## config.mk

```make
export PLATFORM = sky130hd
export DESIGN_NAME = dfi_ctrl_flat
export DESIGN_NICKNAME = d
export VERILOG_FILES = /design/src/common/dfi_pkg.sv /design/src/common/dfi_if.sv /design/src/hw/dfi_ctrl.sv /design/src/flat_wrapper.sv
export SDC_FILE = /design/constraint.sdc
export NUM_CORES = 1
export LEC_CHECK = 0
export BUFFER_PORTS_ARGS = -buffer_cell sky130_fd_sc_hd__buf_2
export CELL_PAD_IN_SITES_DETAIL_PLACEMENT = 0
export CELL_PAD_IN_SITES_GLOBAL_PLACEMENT = 1
export CORE_UTILIZATION = 40
export CTS_BUF_LIST = sky130_fd_sc_hd__clkbuf_2 sky130_fd_sc_hd__clkbuf_4 sky130_fd_sc_hd__clkbuf_8
export CTS_CLUSTER_SIZE = 14
export DETAILED_ROUTE_END_ITERATION = 10
export GPL_ROUTABILITY_DRIVEN = 0
export PLACE_DENSITY = 0.78
export SYNTH_ARGS = -nofsm -noshare
export SYNTH_HDL_FRONTEND = slang
export SYNTH_SLANG_ARGS = --single-unit
```

## constraint.sdc

```tcl
create_clock -name pclk -period 2.05 [get_ports pclk]
set_input_delay 0.615 -clock pclk [delete_from_list [all_inputs] [get_ports pclk]]
set_output_delay 0.615 -clock pclk [all_outputs]
set_load 0.01 [all_outputs]
```

## src/common/dfi_pkg.sv

```systemverilog
package dfi_pkg;
   // bank organisation
   localparam int BG_W          = 2;
   localparam int BA_W          = 2;
   localparam int ROW_W         = 18;
   localparam int COL_W         = 10;
   localparam int ADDR_W        = 18;
   localparam int BG_X16_MASK_W = 1;
   // command field encodings on the link (act_n,ras,cas,we)
   localparam logic [3:0] CMD_ACT   = 4'h0;
   localparam logic [3:0] CMD_MRS   = 4'h8;
   localparam logic [3:0] CMD_REF   = 4'h9;
   localparam logic [3:0] CMD_PRE   = 4'hA;
   localparam logic [3:0] CMD_WR    = 4'hC;
   localparam logic [3:0] CMD_RD    = 4'hD;
   localparam logic [3:0] CMD_ZQCL  = 4'hE;
   localparam logic [3:0] CMD_NOP   = 4'hF;
   // column command address bits
   localparam int AP_BIT  = 10;
   localparam int BC_BIT  = 12;
   // mode register field positions and defaults
   localparam int MR3_GEARDOWN_BIT = 3;
   localparam int MR3_PDA_BIT      = 4;
   localparam int MR4_MPS_BIT      = 1;
   localparam int MR4_CAL_LO       = 6;
   localparam int MR4_CAL_HI       = 8;
   localparam int MR4_SPPR_BIT     = 5;
   localparam int MR4_HPPR_BIT     = 13;
   localparam int MR5_PL_LO        = 0;
   localparam int MR5_PL_HI        = 2;
   localparam int MR0_BL_LO        = 0;
   localparam int MR0_BL_HI        = 1;
   localparam int MR5_WCRC_BIT     = 12;
   localparam logic [17:0] MR_RESET_VALUE = 18'h00000;
   localparam logic [1:0]  BL_FIXED8 = 2'h0;
   localparam logic [1:0]  BL_OTF    = 2'h1;
   localparam logic [1:0]  BL_FIXED4 = 2'h2;
   localparam int BURST8_BEATS = 8;
   localparam int BURST4_BEATS = 4;
   localparam int BEAT_W       = 4;
   // timing, figures as printed
   localparam int PCLK_MHZ        = 200;
   localparam int CKE_SETUP_NS    = 10;
   localparam int TEN_LOW_US      = 700;
   localparam int RESET_EXIT_US   = 500;
   localparam int CLK_STABLE_TCK  = 5;
   localparam int TXPR_TCK        = 5;
   localparam int LINK_DIV        = 4;   // pclk cycles per link half period
   localparam int CKE_SETUP_CYC   = (CKE_SETUP_NS * PCLK_MHZ + 999) / 1000;
   localparam int TEN_LOW_CYC     = TEN_LOW_US * PCLK_MHZ;
   localparam int RESET_EXIT_CYC  = RESET_EXIT_US * PCLK_MHZ;
   localparam int TMRD_TCK        = 8;
   localparam int CNT_W           = 20;
   // controller register map (APB byte offsets)
   localparam logic [7:0] REG_CTRL   = 8'h00;
   localparam logic [7:0] REG_STATUS = 8'h04;
   localparam logic [7:0] REG_CMD    = 8'h08;
   localparam logic [7:0] REG_ADDR   = 8'h0C;
   localparam logic [7:0] REG_MRVAL  = 8'h10;
   localparam int CTRL_START_BIT = 0;
   localparam int CMD_GO_BIT     = 31;
   // init states, gray along the usual path
   typedef enum logic [2:0] {
      DFI_RST   = 3'b000,
      DFI_WAIT  = 3'b001,
      DFI_CLKON = 3'b011,
      DFI_XPR   = 3'b010,
      DFI_MRS   = 3'b110,
      DFI_ZQ    = 3'b111,
      DFI_READY = 3'b101
   } dfi_state_type;
endpackage : dfi_pkg

```

## src/common/dfi_if.sv

```systemverilog
`timescale 1ns/1ps
interface dfi_if;
   logic        ck;
   logic        cke;
   logic        reset_n;
   logic        boundary_scan_enable_pin;
   logic        cs_n;
   logic [3:0]  cmd;
   logic [1:0]  bg;
   logic [1:0]  ba;
   logic [17:0] addr;
   logic        dq_strobe;      // device burst beat strobe
   logic        init_done;      // device has completed initialisation
   modport ctrl (
      output ck, cke, reset_n, boundary_scan_enable_pin, cs_n, cmd, bg, ba,
             addr,
      input  dq_strobe, init_done
   );
   modport mem (
      input  ck, cke, reset_n, boundary_scan_enable_pin, cs_n, cmd, bg, ba,
             addr,
      output dq_strobe, init_done
   );
endinterface : dfi_if

```

## src/hw/dfi_ctrl.sv

```systemverilog
`timescale 1ns/1ps
module dfi_ctrl #(
   parameter int TEN_LOW_CYCLES   = dfi_pkg::TEN_LOW_CYC,
   parameter int RESET_EXIT_CYCLES = dfi_pkg::RESET_EXIT_CYC
) (
   input  wire logic        pclk,
   input  wire logic        presetn,
   input  wire logic        psel,
   input  wire logic        penable,
   input  wire logic        pwrite,
   input  wire logic [7:0]  paddr,
   input  wire logic [31:0] pwdata,
   output logic      [31:0] prdata,
   output logic             pready,
   output logic             pslverr,
   dfi_if.ctrl              lnk
);
   import dfi_pkg::*;

   dfi_state_type st_reg, st_next;
   logic [CNT_W-1:0] cnt_reg, cnt_next;
   logic [2:0]  div_reg, div_next;
   logic        ck_reg, ck_next, cke_reg, cke_next, rstn_reg, rstn_next;
   logic        ten_reg, ten_next, csn_reg, csn_next;
   logic [3:0]  cmd_reg, cmd_next;
   logic [1:0]  bg_reg, bg_next, ba_reg, ba_next;
   logic [17:0] addr_reg, addr_next;
   logic [2:0]  mrs_reg, mrs_next;
   logic [17:0] mrval_reg, mrval_next, uaddr_reg, uaddr_next;
   logic [31:0] ucmd_reg, ucmd_next;
   logic        start_reg, start_next;
   logic [31:0] rd_reg, rd_next;
   logic [1:0]  done_sync_reg;
   logic [2:0]  mr_id;
   wire         fall = (div_reg == 3'(LINK_DIV - 1)) && ck_reg;
   wire         acc  = psel && penable;

   // mode register load order
   always_comb begin
      unique case (mrs_reg)
         3'h0: mr_id = 3'h3;
         3'h1: mr_id = 3'h6;
         3'h2: mr_id = 3'h5;
         3'h3: mr_id = 3'h4;
         3'h4: mr_id = 3'h2;
         3'h5: mr_id = 3'h1;
         default: mr_id = 3'h0;
      endcase
   end

   // apb registers, init sequencer and link clock divider
   always_comb begin
      st_next = st_reg; cnt_next = cnt_reg; mrs_next = mrs_reg;
      div_next = (div_reg == 3'(LINK_DIV - 1)) ? 3'h0 : div_reg + 3'h1;
      ck_next  = (div_reg == 3'(LINK_DIV - 1)) ? ~ck_reg : ck_reg;
      cke_next = cke_reg; rstn_next = rstn_reg; ten_next = ten_reg;
      csn_next = csn_reg; cmd_next = cmd_reg; bg_next = bg_reg;
      ba_next = ba_reg; addr_next = addr_reg;
      start_next = start_reg; mrval_next = mrval_reg;
      uaddr_next = uaddr_reg; ucmd_next = ucmd_reg; rd_next = 32'h00000000;
      if (acc && pwrite) begin
         unique case (paddr)
            REG_CTRL:  start_next = pwdata[CTRL_START_BIT];
            REG_CMD:   ucmd_next  = pwdata;
            REG_ADDR:  uaddr_next = pwdata[17:0];
            REG_MRVAL: mrval_next = pwdata[17:0];
            default: ;
         endcase
      end
      unique case (paddr)
         REG_CTRL:   rd_next = {31'h00000000, start_reg};
         REG_CMD:    rd_next = ucmd_reg;
         REG_STATUS: rd_next = {25'h0000000, done_sync_reg[1], cke_reg,
                                rstn_reg, 1'b0, st_reg};
         REG_ADDR:   rd_next = {14'h0000, uaddr_reg};
         REG_MRVAL:  rd_next = {14'h0000, mrval_reg};
         default:    rd_next = 32'h00000000;
      endcase
      // commands change on falling link edge, seen at the rising one
      if (fall) begin
         csn_next = 1'b1;
         cmd_next = CMD_REF;
         if (cnt_reg != '0) cnt_next = cnt_reg - 1'b1;
         unique case (st_reg)
            DFI_RST: begin
               // reset and scan enable low, cke low
               rstn_next = 1'b0; ten_next = 1'b0; cke_next = 1'b0;
               if (start_reg) begin
                  st_next = DFI_WAIT;
                  cnt_next = CNT_W'(TEN_LOW_CYCLES / (2 * LINK_DIV) + 1);
               end
            end
            DFI_WAIT: begin
               // release reset once low time is met
               if (cnt_reg == '0) begin
                  rstn_next = 1'b1;
                  st_next = DFI_CLKON;
                  cnt_next = CNT_W'(RESET_EXIT_CYCLES / (2 * LINK_DIV) + 1);
               end
            end
            DFI_CLKON: begin
               // cke after 500 us of running clock
               if (cnt_reg == '0) begin
                  cke_next = 1'b1; st_next = DFI_XPR;
                  cnt_next = CNT_W'(TXPR_TCK);
               end
            end
            DFI_XPR: begin
               // reset exit time before first mode write
               if (cnt_reg == '0) st_next = DFI_MRS;
            end
            DFI_MRS: begin
               // ordered loads with delay after each
               if (cnt_reg == '0) begin
                  csn_next = 1'b0;
                  if (mrs_reg == 3'h7) begin
                     cmd_next = CMD_ZQCL; st_next = DFI_ZQ;
                  end else begin
                     cmd_next = CMD_MRS;
                     {bg_next[0], ba_next} = mr_id;
                     addr_next = (mr_id == 3'h0) ? mrval_reg : 18'h00000;
                     mrs_next = mrs_reg + 3'h1;
                     cnt_next = CNT_W'(TMRD_TCK);
                  end
               end
            end
            DFI_ZQ: if (done_sync_reg[1]) st_next = DFI_READY;
            DFI_READY: begin
               // user commands, a no-operation is dropped
               if (ucmd_reg[CMD_GO_BIT]) begin
                  ucmd_next[CMD_GO_BIT] = 1'b0;
                  if (ucmd_reg[3:0] != CMD_NOP) begin
                     csn_next = 1'b0; cmd_next = ucmd_reg[3:0];
                     {bg_next, ba_next} = ucmd_reg[7:4];
                     addr_next = uaddr_reg;
                  end
               end
            end
            default: st_next = DFI_RST;
         endcase
      end
   end

   always_ff @(posedge pclk or negedge presetn) begin
      if (!presetn) begin
         st_reg <= DFI_RST; cnt_reg <= '0; div_reg <= 3'h0;
         ck_reg <= 1'b0; cke_reg <= 1'b0; rstn_reg <= 1'b0;
         ten_reg <= 1'b0; csn_reg <= 1'b1; cmd_reg <= 4'h9;
         bg_reg <= 2'h0; ba_reg <= 2'h0; addr_reg <= 18'h00000;
         mrs_reg <= 3'h0; mrval_reg <= 18'h00000; uaddr_reg <= 18'h00000;
         ucmd_reg <= 32'h00000000; start_reg <= 1'b0;
         rd_reg <= 32'h00000000; done_sync_reg <= 2'h0;
      end else begin
         st_reg <= st_next; cnt_reg <= cnt_next; div_reg <= div_next;
         ck_reg <= ck_next; cke_reg <= cke_next; rstn_reg <= rstn_next;
         ten_reg <= ten_next; csn_reg <= csn_next; cmd_reg <= cmd_next;
         bg_reg <= bg_next; ba_reg <= ba_next; addr_reg <= addr_next;
         mrs_reg <= mrs_next; mrval_reg <= mrval_next;
         uaddr_reg <= uaddr_next; ucmd_reg <= ucmd_next;
         start_reg <= start_next; rd_reg <= rd_next;
         done_sync_reg <= {done_sync_reg[0], lnk.init_done};
      end
   end

   // apb answers in the access cycle, zero wait states
   assign prdata  = rd_reg;
   assign pready  = 1'b1;
   assign pslverr = 1'b0;
   assign lnk.ck = ck_reg;
   assign lnk.cke = cke_reg;
   assign lnk.reset_n = rstn_reg;
   assign lnk.boundary_scan_enable_pin = ten_reg;
   assign lnk.cs_n = csn_reg;
   assign lnk.cmd = cmd_reg;
   assign lnk.bg = bg_reg;
   assign lnk.ba = ba_reg;
   assign lnk.addr = addr_reg;
endmodule : dfi_ctrl

```

## src/flat_wrapper.sv

```systemverilog
// flat-port wrapper written by rule: the top's interface ports become plain ports
module dfi_ctrl_flat import dfi_pkg::*;
#(
   parameter int TEN_LOW_CYCLES   = dfi_pkg::TEN_LOW_CYC,
   parameter int RESET_EXIT_CYCLES = dfi_pkg::RESET_EXIT_CYC
)
  (pclk, presetn, psel, penable, pwrite, paddr, pwdata, prdata, pready, pslverr, lnk_ck, lnk_cke, lnk_reset_n, lnk_boundary_scan_enable_pin, lnk_cs_n, lnk_cmd, lnk_bg, lnk_ba, lnk_addr, lnk_dq_strobe, lnk_init_done);
  dfi_if lnk_i ();
  input  wire logic pclk;
  input  wire logic presetn;
  input  wire logic psel;
  input  wire logic penable;
  input  wire logic pwrite;
  input  wire logic [7:0] paddr;
  input  wire logic [31:0] pwdata;
  output logic      [31:0] prdata;
  output logic pready;
  output logic pslverr;
  output wire logic [$bits(lnk_i.ck)-1:0] lnk_ck;
  output wire logic [$bits(lnk_i.cke)-1:0] lnk_cke;
  output wire logic [$bits(lnk_i.reset_n)-1:0] lnk_reset_n;
  output wire logic [$bits(lnk_i.boundary_scan_enable_pin)-1:0] lnk_boundary_scan_enable_pin;
  output wire logic [$bits(lnk_i.cs_n)-1:0] lnk_cs_n;
  output wire logic [$bits(lnk_i.cmd)-1:0] lnk_cmd;
  output wire logic [$bits(lnk_i.bg)-1:0] lnk_bg;
  output wire logic [$bits(lnk_i.ba)-1:0] lnk_ba;
  output wire logic [$bits(lnk_i.addr)-1:0] lnk_addr;
  input wire logic [$bits(lnk_i.dq_strobe)-1:0] lnk_dq_strobe;
  input wire logic [$bits(lnk_i.init_done)-1:0] lnk_init_done;
  assign lnk_ck = lnk_i.ck;
  assign lnk_cke = lnk_i.cke;
  assign lnk_reset_n = lnk_i.reset_n;
  assign lnk_boundary_scan_enable_pin = lnk_i.boundary_scan_enable_pin;
  assign lnk_cs_n = lnk_i.cs_n;
  assign lnk_cmd = lnk_i.cmd;
  assign lnk_bg = lnk_i.bg;
  assign lnk_ba = lnk_i.ba;
  assign lnk_addr = lnk_i.addr;
  assign lnk_i.dq_strobe = lnk_dq_strobe;
  assign lnk_i.init_done = lnk_init_done;
  dfi_ctrl #(.TEN_LOW_CYCLES(TEN_LOW_CYCLES), .RESET_EXIT_CYCLES(RESET_EXIT_CYCLES)) u_core (.pclk(pclk), .presetn(presetn), .psel(psel), .penable(penable), .pwrite(pwrite), .paddr(paddr), .pwdata(pwdata), .prdata(prdata), .pready(pready), .pslverr(pslverr), .lnk(lnk_i));
endmodule
```

; After elaboration in Yosys (flattened, before gate mapping)
; Index checks and enable logic that the tools add are counted.
[totals]
reg_bits = 162
wordCells = 127
output_inout_bits = 65
ram_bits = 0
n_memories = 0
latchBits = 0
rom_bits = 0
[op_classes]
n_mux = 51
shifts = 0
n_reduce_logical = 22
bitwise_logic = 3
div = 0
order_cmp = 0
eq_ne = 28
mul = 0
addsub = 3
[op_table]
columns = cell, n
row1 = 32-bit one-hot mux with 5 select lines, 1
row2 = 20-bit two-way mux, 6
row3 = 18-bit two-way mux, 5
row4 = 20-bit one-hot mux with 4 select lines, 1
row5 = 32-bit two-way mux, 2
row6 = 18-bit one-hot mux with 2 select lines, 1
row7 = 3-bit two-way mux, 10
row8 = 3-bit one-hot mux with 7 select lines, 1
row9 = 20-bit zero test, 1
row10 = 20-bit nonzero test, 1
row11 = "20-bit by 1-bit subtractor with 20-bit output, second input constant", 1
row12 = "3-bit equality test, second input constant", 6
row13 = "2-bit by 1-bit inequality test with 1-bit output, second input constant", 9
row14 = 3-bit one-hot mux with 6 select lines, 1
row15 = "8-bit by 4-bit equality test with 1-bit output, second input constant", 2
row16 = "3-bit by 2-bit equality test with 1-bit output, second input constant", 5
row17 = 1-bit two-way mux, 11
row18 = 3-bit zero test, 3
row19 = 9-bit AND reduction, 1
row20 = "8-bit by 3-bit equality test with 1-bit output, second input constant", 1
row21 = "8-bit by 5-bit equality test with 1-bit output, second input constant", 1
row22 = 8-bit zero test, 1
row23 = 2-bit two-way mux, 4
row24 = 4-bit two-way mux, 2
row25 = other kinds (14), 30

; Logic depth before layout (Yosys ltp)
; Gate-level depths: netlist of run 1.
[logic_depth]
ltp_word = 7
mapped_depth = 10
ltp_nobuf = 10

; Least setup slack after synthesis of run 1
; OpenSTA, ideal clock, no wires.
[synth_path]
kind = input -> register
from = input port paddr[0]
to = register u_core.uaddr_reg[10]
setup_slack_ns = -0.400
t_required_ns = 1.925
t_arrival_ns = 2.325
setup_ns = 0.125
n_path_buf = 3
stages = 8
cell_sequence = or4_4 nor3_4 and3_1 buf_6 and2_4 buf_12 buf_12 mux2_4
[synth_between]
elab_chain_cells = 2
[synth_lines]
columns = item, line
row1 = from (decl), flat_wrapper.sv:14  ; input wire logic [7:0] paddr;
row2 = 8-bit by 4-bit equality test with 1-bit output, dfi_ctrl.sv:62  ; unique case (paddr)
row3 = 2-bit AND reduction (no source line), -
row4 = to (signal assigned), dfi_ctrl.sv:159  ; uaddr_reg <= uaddr_next; ucmd_reg <= ucmd_next;
row5 = to (decl), dfi_ctrl.sv:29  ; logic [17:0] mrval_reg, mrval_next, uaddr_reg, uaddr_next;
; No other way between the ends.
; A chain may end at the register's enable or synchronous reset.

; Worst setup path in the final report of run 1
[layout_path]
from = register u_core.mrs_reg[0]
to = register u_core.addr_reg[10], in the netlist u_core.lnk.addr[10]
[layout_between]
elab_chain_cells = 7
elab_cells_between_ends = 15
[layout_lines]
columns = item, line
row1 = from (decl), dfi_ctrl.sv:28  ; logic [2:0] mrs_reg, mrs_next;
row2 = from (signal assigned), dfi_ctrl.sv:158  ; mrs_reg <= mrs_next; mrval_reg <= mrval_next;
row3 = 3-bit equality test (tied with other cells), dfi_ctrl.sv:40  ; unique case (mrs_reg)
row4 = 3-bit one-hot mux with 6 select lines, dfi_ctrl.sv:40
row5 = 3-bit zero test, dfi_ctrl.sv:121  ; addr_next = (mr_id == 3'h0) ? mrval_reg : 18'h00000;
row6 = 18-bit two-way mux, dfi_ctrl.sv:121
row7 = 18-bit two-way mux, dfi_ctrl.sv:116  ; if (mrs_reg == 3'h7) begin
row8 = 18-bit two-way mux, dfi_ctrl.sv:114  ; if (cnt_reg == '0) begin
row9 = 18-bit one-hot mux with 2 select lines, dfi_ctrl.sv:84  ; unique case (st_reg)
row10 = to (signal assigned), dfi_ctrl.sv:157  ; bg_reg <= bg_next; ba_reg <= ba_next; addr_reg <= addr_next;
row11 = to (decl), dfi_ctrl.sv:27  ; logic [17:0] addr_reg, addr_next;
; Parallel ways exist; a longest one is shown, timed or not. The select of a mux whose other input is x is not followed.

==> out/metrics.cfg, run 1 <==
[clock_tree]
cts_buffers=17
cts.sinks=162
htree_levels=4
clk_pin_slew_worst_paths_ns=0.09
clk_root_buffer_cell=clkbuf_8
clk_latency_ns=0.46
ctsLongestPathBuffers=2
cts_tree=built

[placement]
io_buffers=107
hpwl_mm=13.5
placed_cells=1001

[floorplanning]
rows=49
start_util_pct=40.9
die_h_um=138
die_x_um=138
pin_count=112
core_area_um2=18000
dieArea_um2=18900

[synthesis]
synth_largest_area_cell=dfrtp_1
synth_warnings=0
synth_area_per_cell_um2=11.6
syn_inst=631
yosysUniqueCellTypes=65
synth_ff_type=dfrtp_1
synth_area_leaders=dfrtp_1 54%, mux2_2 9.2%, nand2_1 3.0%
synth_edf_count=0
synth_top_cell_area_share_pct=54.2
ys_ff_latch=162
synth_area_um2=7350
synth_async_sr_flop_share_pct=100
yosysSeqAreaShare_pct=55.2

[setup_path]
critPathKind=flop to flop
r2r-start=u_core.mrs_reg[0]
rrSetupSlack_ns=0.05
end_kind=flop
critical_path_arrival_ns=2.38
start_kind=flop
reg2reg_depth=9
r2r-end=u_core.lnk.addr[10]
crit_required_ns=2.44
crit_fanout=9

[min_path]
min_path_type=input pin to asynchronous set/reset pin

[cells_and_area]
instances_no_fill=1039
num_antenna_cells=0
mostFrequentLayoutCell=dfrtp_1
final_cell_mix=158 x dfrtp_1, 106 x buf_2, 64 x buf_4
nNetsFinal=854
utilization_pct=53.0
drive_above_1_share_pct=42.2
areaGrowthSynthToFinish_pct=29.5

[routing]
ant_nets=0
drc=0
drtIter0Drc=392
routed_wl_mm=19.7
routedWlPerCell_um=18.9
num_vias=5749
vias_per_cell=5.53
dr.pass1.iters=6

[timing]
hold_viol=0
max_freq_mhz=500
tns_ns=0
post-route-period-util_pct=97.5
whs_ns=0.0382
setup_viol=0
layout_min_cycle_time_ns=2.00
drv_slew=0
rsz0062_at_grt=yes
finClkSkew_ns=0.0140

[run_status]
status=completed

[pwr]
ir_worst_vdd_v=0.000409
p_per_area_nw_per_um2=754
p_leak_uw=0.00461

[global_route]
grt_pass1_vias=5897
grt_overflow_total=0
grt_pass1_wl_mm=30.4
grt_usage_pct=21.2
grt_max_degree=43
antenna_found_initial=0

[flow_run]
maxCapViolCount=0

[stage by stage]
step	cell area, µm²	setup slack [ns]	power (µW)
2_1_floorplan	7580	-0.400	4030
3_3_place_gp	8820	-0.398	4550
3_5_place_dp	8820	-0.426	4600
4_1_cts	9330	0.0161	7160
5_1_grt	9520	-0.0345	7500
6_report	9520	0.0518	7170
[repair_timing]
| item | CTS | global route |
|---|---|---|
| endpoints found under the setup margin | 41 | 41 |
| resized for setup | 21 | 44 |
| cloned | 0 | 1 |
| setup buffers | 1 | 5 |
| pin swaps | 5 | 16 |
| hold buffers | 0 | 0 |
[power by group]
group	internal, µW	switching [µW]
combinational	568	678
clock	1190	1270
sequential	3330	139
total	5090	2090
[critical path, stage by stage (launching register included)]
cell and delay (ns):
dfrtp_1 0.40, ha_2 0.20, buf_4 0.13, ha_1 0.19, o21bai_2 0.22, nor4_4 0.21, buf_4 0.19, clkbuf_16 0.16
a22oi_1 0.07, o21ai_0 0.16
[cell families after synthesis]
family,Yosys count,synth area share (%)
AND/OR/NAND/NOR,183,13.7
flip-flops,162,55.2
AO/OA/AOI/OAI,133,12.4
multiplexers,75,11.9
buffers and inverters,61,4.38
adder cells (fa/ha/maj),10,1.70
XOR/XNOR,5,0.596
other,2,0.102
[worst max-delay path by stage]
stage          cells after the start                    to  slack (ns)               from
3_3_place_gp                       6   u_core.ucmd_reg[10]       -0.40           paddr[0]
3_5_place_dp                       6   u_core.ucmd_reg[10]       -0.43           paddr[0]
6_report                           9   u_core.lnk.addr[10]        0.05  u_core.mrs_reg[0]
5_1_grt                           11     u_core.cnt_reg[0]       -0.03  u_core.cnt_reg[0]
4_1_cts                            7    u_core.lnk.addr[0]        0.02  u_core.div_reg[0]
2_1_floorplan                      8  u_core.uaddr_reg[10]       -0.40           paddr[0]
[area by class of cell]
class	instances	area (µm²)
fillers	1548	8450
flip-flops and latches	162	4060
multi-input cells	409	3390
repair buffers	186	1280
well taps	229	287
clock buffers	20	269
clock inverters	12	145
inverters	21	81.3
[cell usage after synthesis (4+ instances only)]
cell type,n
a31oi_1,12
clkbuf_1,23
a22oi_1,19
mux2_4,10
or3_1,5
nor2_1,30
nor4_1,6
ha_1,10
dfrtp_1,159
nand4_1,4
nor3_1,15
a21oi_1,17
o31ai_1,7
nand2b_1,5
and2_1,18
and3_1,6
o21ai_0,34
o211ai_1,4
nand2_1,58
inv_1,20
a222oi_1,17
buf_4,9
mux2i_1,5
nand3_1,9
mux2_2,60
[layer usage]
layer	routed length, µm	vias to the layer above	global-route usage [%]
met4	460	0	8.55
met3	1010	30	3.61
li1	-	2632	-
met1	8710	2912	28.3
met2	9490	175	34.2
met5	0	-	0
Power figures use the tool's default switching activity.
==> run 2: changes to the inputs <==
==> constraint.sdc (replaced) <==
create_clock -name pclk -period 2.05 [get_ports pclk]
set_input_delay 0.41 -clock pclk [delete_from_list [all_inputs] [get_ports pclk]]
set_output_delay 0.41 -clock pclk [all_outputs]
set_load 0.01 [all_outputs]
==> run 2 against run 1 <==
Effect of this change:
- combinational power hardly changed
- cell area is 2.1% higher
- cell count is 1.6% higher
- fmax is 2.4% lower
- critical path type unchanged
==> out/metrics.cfg, run 2 (synthesis gave the netlist of run 1 again) <==
[timing]
hold_viol=0  ; unchanged
post-route-period-util_pct=99.9  ; was 97.5%
whs_ns=0.0735  ; was 0.0382 ns
setup_viol=0  ; unchanged
fin_ws_ns=0.00276  ; was 0.0518 ns
rsz0062_at_grt=yes  ; unchanged
max_freq_mhz=488  ; was 500 MHz
drv_slew=0  ; unchanged
finClkSkew_ns=0.0184  ; was 0.0140 ns
max_slew_margin_pct=63.6
tightestPinTransition_ns=0.533
layout_min_cycle_time_ns=2.05  ; was 2.00 ns

[setup_path]
start_kind=flop  ; unchanged
crit_family=simple AND/OR/NAND/NOR gates  ; was buffers and inverters
end_kind=flop  ; unchanged
crit_required_ns=2.38  ; was 2.44 ns
critical_path_arrival_ns=2.37  ; was 2.38 ns
rrSetupSlack_ns=0.003  ; was 0.05 ns
critPathKind=flop to flop  ; unchanged
crit_fanout=3  ; was 9
worstPathCellList=inv_2 > ha_2 > nor4b_4 > nand2_1 > nor2_1 > buf_4 > inv_2 > ha_4 > a31oi_1 > o21a_1 > a31oi_1  ; was ha_2 > buf_4 > ha_1 > o21bai_2 > nor4_4 > buf_4 > clkbuf_16 > a22oi_1 > o21ai_0
slowest_stage=dfrtp_1  ; unchanged
slowest_delay_ns=0.41  ; was 0.40 ns
crit_buf_inv=3  ; unchanged

[floorplanning]
die_h_um=138  ; unchanged
start_util_pct=40.9  ; unchanged
dieArea_um2=18900  ; unchanged
die_x_um=138  ; unchanged
rows=49  ; unchanged
pin_count=112  ; unchanged
core_area_um2=18000  ; unchanged

[clock_tree]
clk_root_buffer_cell=clkbuf_8  ; unchanged
cts_tree=built  ; unchanged
clk_latency_ns=0.45  ; was 0.46 ns
cts.sinks=162  ; unchanged
htree_levels=4  ; unchanged
ctsLongestPathBuffers=2  ; unchanged
clk_pin_slew_worst_paths_ns=0.09  ; about the same
cts_buffers=17  ; unchanged

[placement]
hpwl_mm=13.4  ; was 13.5 mm
dp_slack_ns=-0.223  ; was -0.426 ns
place_area_um2=8820  ; about the same
io_buffers=107  ; unchanged

[pwr]
p_per_area_nw_per_um2=723  ; was 754 nW/µm²
ir_worst_vdd_v=0.000493  ; was 0.000409 V
p_leak_uw=0.00470  ; was 0.00461 µW

[global_route]
grt_pass1_wl_mm=30.1  ; was 30.4 mm
grt_overflow_total=0  ; unchanged
grt_max_degree=62  ; was 43
grt_usage_pct=21.0  ; was 21.2%
grt_pass1_vias=5823  ; was 5897
antenna_found_initial=0  ; unchanged

[routing]
dr.pass1.iters=7  ; was 6
routedWlPerCell_um=19.7  ; was 18.9 µm
drc=0  ; unchanged
num_vias=5946  ; was 5749
vias_per_cell=5.63  ; was 5.53
routed_wl_mm=20.8  ; was 19.7 mm
drtIter0Drc=548  ; was 392
ant_nets=0  ; unchanged

[flow_run]
maxCapViolCount=0  ; unchanged

[cells_and_area]
nNetsFinal=871  ; was 854
drive_above_1_share_pct=44.1  ; was 42.2%
mostFrequentLayoutCell=dfrtp_1  ; unchanged
design_area_um2=9710  ; was 9520 µm²
nFillCells=1534  ; was 1548
areaGrowthSynthToFinish_pct=32.2  ; was 29.5%
final_cell_mix=158 x dfrtp_1, 106 x buf_2, 74 x buf_4  ; was 158 x dfrtp_1, 106 x buf_2, 64 x buf_4

[min_path]
min_path_type=input pin to flop  ; was input pin to asynchronous set/reset pin

[run_status]
status=completed  ; unchanged

## run 2: changes by cell type in the layout (fill, tap and decap cells not counted), sizes merged
cell         previous run  this run
clkinv                  2         1
bufinv                  2         1
clkinvlp                1         3
dlygate4sd3             0         1
clkbuf                 21        23
diode                   0         1
inv                    28        29
buf                   185       197
## run 2: layout make-up
type                       count  area, µm²  share of cell area (%)
antenna                        1       2.50                  0.0258
clock buffer                  18        241                    2.49
clock inverter                13        138                    1.42
inverter                      21       82.6                   0.850
multi-input combinational    409       3410                    35.1
sequential                   162       4060                    41.8
tap                          229        287                    2.95
timing repair buffer         203       1490                    15.4
## run 2: per-layer routing
layer,global-route usage [%],part of all wire [%]
met1,28.2,43
met4,7.14,2.3
met5,0,0
met3,4.49,6.4
met2,33.4,49
## run 2: stage by stage
step | total power (µW) | setup TNS [ns] | utilization, % | instances
after floorplan | 4030 | -8.15 | - | 632
after CTS | 6940 | 0 | 51.4 | 1035
after global routing | 7350 | -0.200 | 54.1 | 1055
final | 7020 | 0 | 54.1 | 1056
after global placement | 4570 | -9.48 | 49.1 | 1003
after detailed placement | 4590 | -10.99 | 49.1 | 1003
## run 2: worst reg2reg max path, cell delays in order, from the launching register on
cell and delay, ns:
dfrtp_1 0.41, inv_2 0.06, ha_2 0.17, nor4b_4 0.23
nand2_1 0.11, nor2_1 0.10, buf_4 0.13, inv_2 0.05
ha_4 0.23, a31oi_1 0.17, o21a_1 0.16, a31oi_1 0.10
## run 2: worst paths after layout
check                                          end  cells past startpoint                    start
max                              u_core.cnt_reg[0]                     11        u_core.cnt_reg[1]
min                        u_core.done_sync_reg[0]                      1            lnk_init_done
max reg2reg                      u_core.cnt_reg[0]                     11        u_core.cnt_reg[1]
min reg2reg                u_core.done_sync_reg[1]                      0  u_core.done_sync_reg[0]
max in group asynchronous      u_core.ucmd_reg[15]                      3                  presetn
min in group asynchronous        u_core.lnk.cmd[2]                      2                  presetn
## run 2: what timing repair did
action / in CTS / in global routing
hold endpoints to repair: 40 / 0
buffers inserted: 0 / 12
pin swaps: 0 / 13
setup endpoints to repair: 3 / 42
resized for setup: 3 / 64
cloned: 0 / 9
hold buffers: 1 / 0
## run 2: report_power, final
| group | total (µW) | switching, µW | internal [µW] |
|---|---|---|---|
| clock | 2310 | 1290 | 1010 |
| combinational | 1250 | 677 | 572 |
| sequential | 3470 | 142 | 3330 |
==> run 3: changes to the inputs <==
CAP_MARGIN = 10   (was default)
CELL_PAD_IN_SITES_DETAIL_PLACEMENT = default   (was 0)
CELL_PAD_IN_SITES_GLOBAL_PLACEMENT = default   (was 1)
CORE_UTILIZATION = 53   (was 40)
PLACE_DENSITY = 0.82   (was 0.78)
==> run 3 against run 2 <==
Effect of this change:
- the run now ends with negative setup slack left
- combinational power up 7%
- power rose by 0.42%
- critical path type unchanged
- highest routed layer unchanged
- first-iteration DRC count grew 46%
==> out/metrics.cfg, run 3 (synthesis gave the netlist of run 1 again) <==
[global_route]
grt_pass1_vias=5856  ; was 5823
grt_pass1_wl_mm=30.9  ; was 30.1 mm
antenna_found_initial=0  ; unchanged
grt_max_degree=47  ; was 62
grt_usage_pct=28.1  ; was 21.0%
grt_overflow_total=0  ; unchanged

[clock_tree]
htree_levels=4  ; unchanged
clk_latency_ns=0.47  ; was 0.45 ns
clk_root_buffer_cell=clkbuf_8  ; unchanged
ctsLongestPathBuffers=2  ; unchanged
cts_buffers=17  ; unchanged
clk_pin_slew_worst_paths_ns=0.09  ; about the same
cts_tree=built  ; unchanged
cts.sinks=162  ; unchanged

[timing]
finClkSkew_ns=0.0154  ; was 0.0184 ns
whs_ns=0.0455  ; was 0.0735 ns
rsz0062_at_grt=yes  ; unchanged
layout_min_cycle_time_ns=2.06  ; was 2.05 ns
max_freq_mhz=484  ; was 488 MHz
fin_ws_ns=-0.0148  ; was 0.00276 ns
hold_viol=0  ; unchanged
drv_slew=0  ; unchanged
setup_viol=1  ; was 0
post-route-period-util_pct=101  ; was 99.9%

[pwr]
clockPowerShare_pct=31.6  ; was 32.8%
ir_worst_vdd_v=0.000426  ; was 0.000493 V
p_per_area_nw_per_um2=741  ; was 723 nW/µm²
total_power_uw=7050  ; was 7020 µW
power.share.combinational_pct=19.0  ; was 17.8%
p_sw_share_pct=29.9  ; was 30.1%
seqPwrFrac_pct=49.4  ; about the same
p_leak_uw=0.00465  ; was 0.00470 µW
switchingPower_uw=2110  ; about the same
p_int_uw=4940  ; was 4910 µW

[setup_path]
crit_fanout=8  ; was 3
critical_path_arrival_ns=2.43  ; was 2.37 ns
start_kind=flop  ; unchanged
end_kind=flop  ; unchanged
crit_required_ns=2.41  ; was 2.38 ns
reg2reg_depth=8  ; was 11
critPathKind=flop to flop  ; unchanged

[placement]
hpwl_mm=13.1  ; was 13.4 mm
io_buffers=107  ; unchanged
placed_cells=941  ; was 1003
place_area_um2=8670  ; was 8820 µm²

[run_status]
violations=negative setup slack
status=finished with violations  ; was completed

[routing]
num_vias=6171  ; was 5946
drtIter0Drc=800  ; was 548
vias_per_cell=6.20  ; was 5.63
ant_nets=0  ; unchanged
routedWlPerCell_um=21.1  ; was 19.7 µm
routed_wl_mm=21.0  ; was 20.8 mm
drc=0  ; unchanged
dr.pass1.iters=9  ; was 7

[cells_and_area]
areaGrowthSynthToFinish_pct=29.5  ; was 32.2%
design_area_um2=9520  ; was 9710 µm²
mostFrequentLayoutCell=dfrtp_1  ; unchanged
final_cell_mix=157 x dfrtp_1, 106 x buf_2, 74 x buf_4  ; was 158 x dfrtp_1, 106 x buf_2, 74 x buf_4
nNetsFinal=865  ; was 871
drive_above_1_share_pct=42.5  ; was 44.1%
multi_input_area_um2=3400  ; was 3410 µm²
seqCellArea_um2=4060  ; about the same
num_antenna_cells=0  ; was 1
nFillCells=870  ; was 1534
utilization_pct=71.0  ; was 54.1%
instances_no_fill=995  ; was 1056

[floorplanning]
dieArea_um2=14300  ; was 18900 µm²
die_x_um=120  ; was 138 µm
start_util_pct=54.8  ; was 40.9%
die_h_um=120  ; was 138 µm
core_area_um2=13400  ; was 18000 µm²
pin_count=112  ; unchanged
rows=42  ; was 49

[min_path]
min_path_type=input pin to flop  ; unchanged
hold_depth=1  ; unchanged

[flow_run]
maxCapViolCount=0  ; unchanged

[run 3: stage by stage]
step                      worst slack [ns]  TNS (ns)
after floorplan                     -0.195     -8.15
after global placement              -0.193    -12.42
after detailed placement            -0.405    -16.07
after CTS                           0.0112         0
after global routing               -0.0804    -0.496
final                              -0.0148   -0.0148
[run 3: repair_timing]
item	4_1_cts	5_1_grt
cloned	0	5
pin swaps	1	12
endpoints found under the setup margin	40	46
buffers inserted	3	15
endpoints found under the hold margin	38	0
hold buffers	1	0
resized for setup	9	52
[run 3: critical path, stage by stage (launching register included)]
cell	delay (ns)
dfrtp_1	0.45
nor3_1	0.37
nand4_2	0.24
nor2_4	0.19
inv_2	0.07
ha_4	0.25
a31oi_4	0.17
o21a_1	0.15
a31oi_1	0.08
[run 3: area by class of cell]
cell class                      count  area share (%)
Tap cell                          176            2.31
Multi-Input combinational cell    409            35.7
Clock buffer                       19            2.68
Inverter                           21           0.828
Sequential cell                   162            42.7
Timing Repair Buffer              197            14.7
Clock inverter                     11            1.13
[run 3: path summary, 6_finish.rpt]
check                      slack [ns]                      end                    start
setup / recovery                -0.01        u_core.cnt_reg[0]        u_core.cnt_reg[8]
hold / removal                   0.05  u_core.done_sync_reg[0]            lnk_init_done
setup reg to reg                -0.01        u_core.cnt_reg[0]        u_core.cnt_reg[8]
hold reg to reg                  0.37  u_core.done_sync_reg[1]  u_core.done_sync_reg[0]
max in group asynchronous        1.02        u_core.prdata[20]                  presetn
min in group asynchronous        0.44        u_core.cnt_reg[0]                  presetn
[run 3: power groups by stage]
| stage | clock network (µW) | logic [µW] | registers (µW) |
|---|---|---|---|
| 6_report | 2230 | 1340 | 3490 |
| 5_1_grt | 2360 | 1440 | 3500 |
| 4_1_cts | 2230 | 1070 | 3470 |
| 3_5_place_dp | 0 | 1030 | 3510 |
| 3_3_place_gp | 0 | 990 | 3510 |
| 2_1_floorplan | 0 | 518 | 3510 |
[run 3: metal layers]
metal	global-route usage [%]	wire length, µm	up-vias
li1	-	-	2641
met4	11.1	732	0
met3	4.99	1540	77
met5	0	0	-
met2	44.9	10300	373
met1	38.2	8480	3080
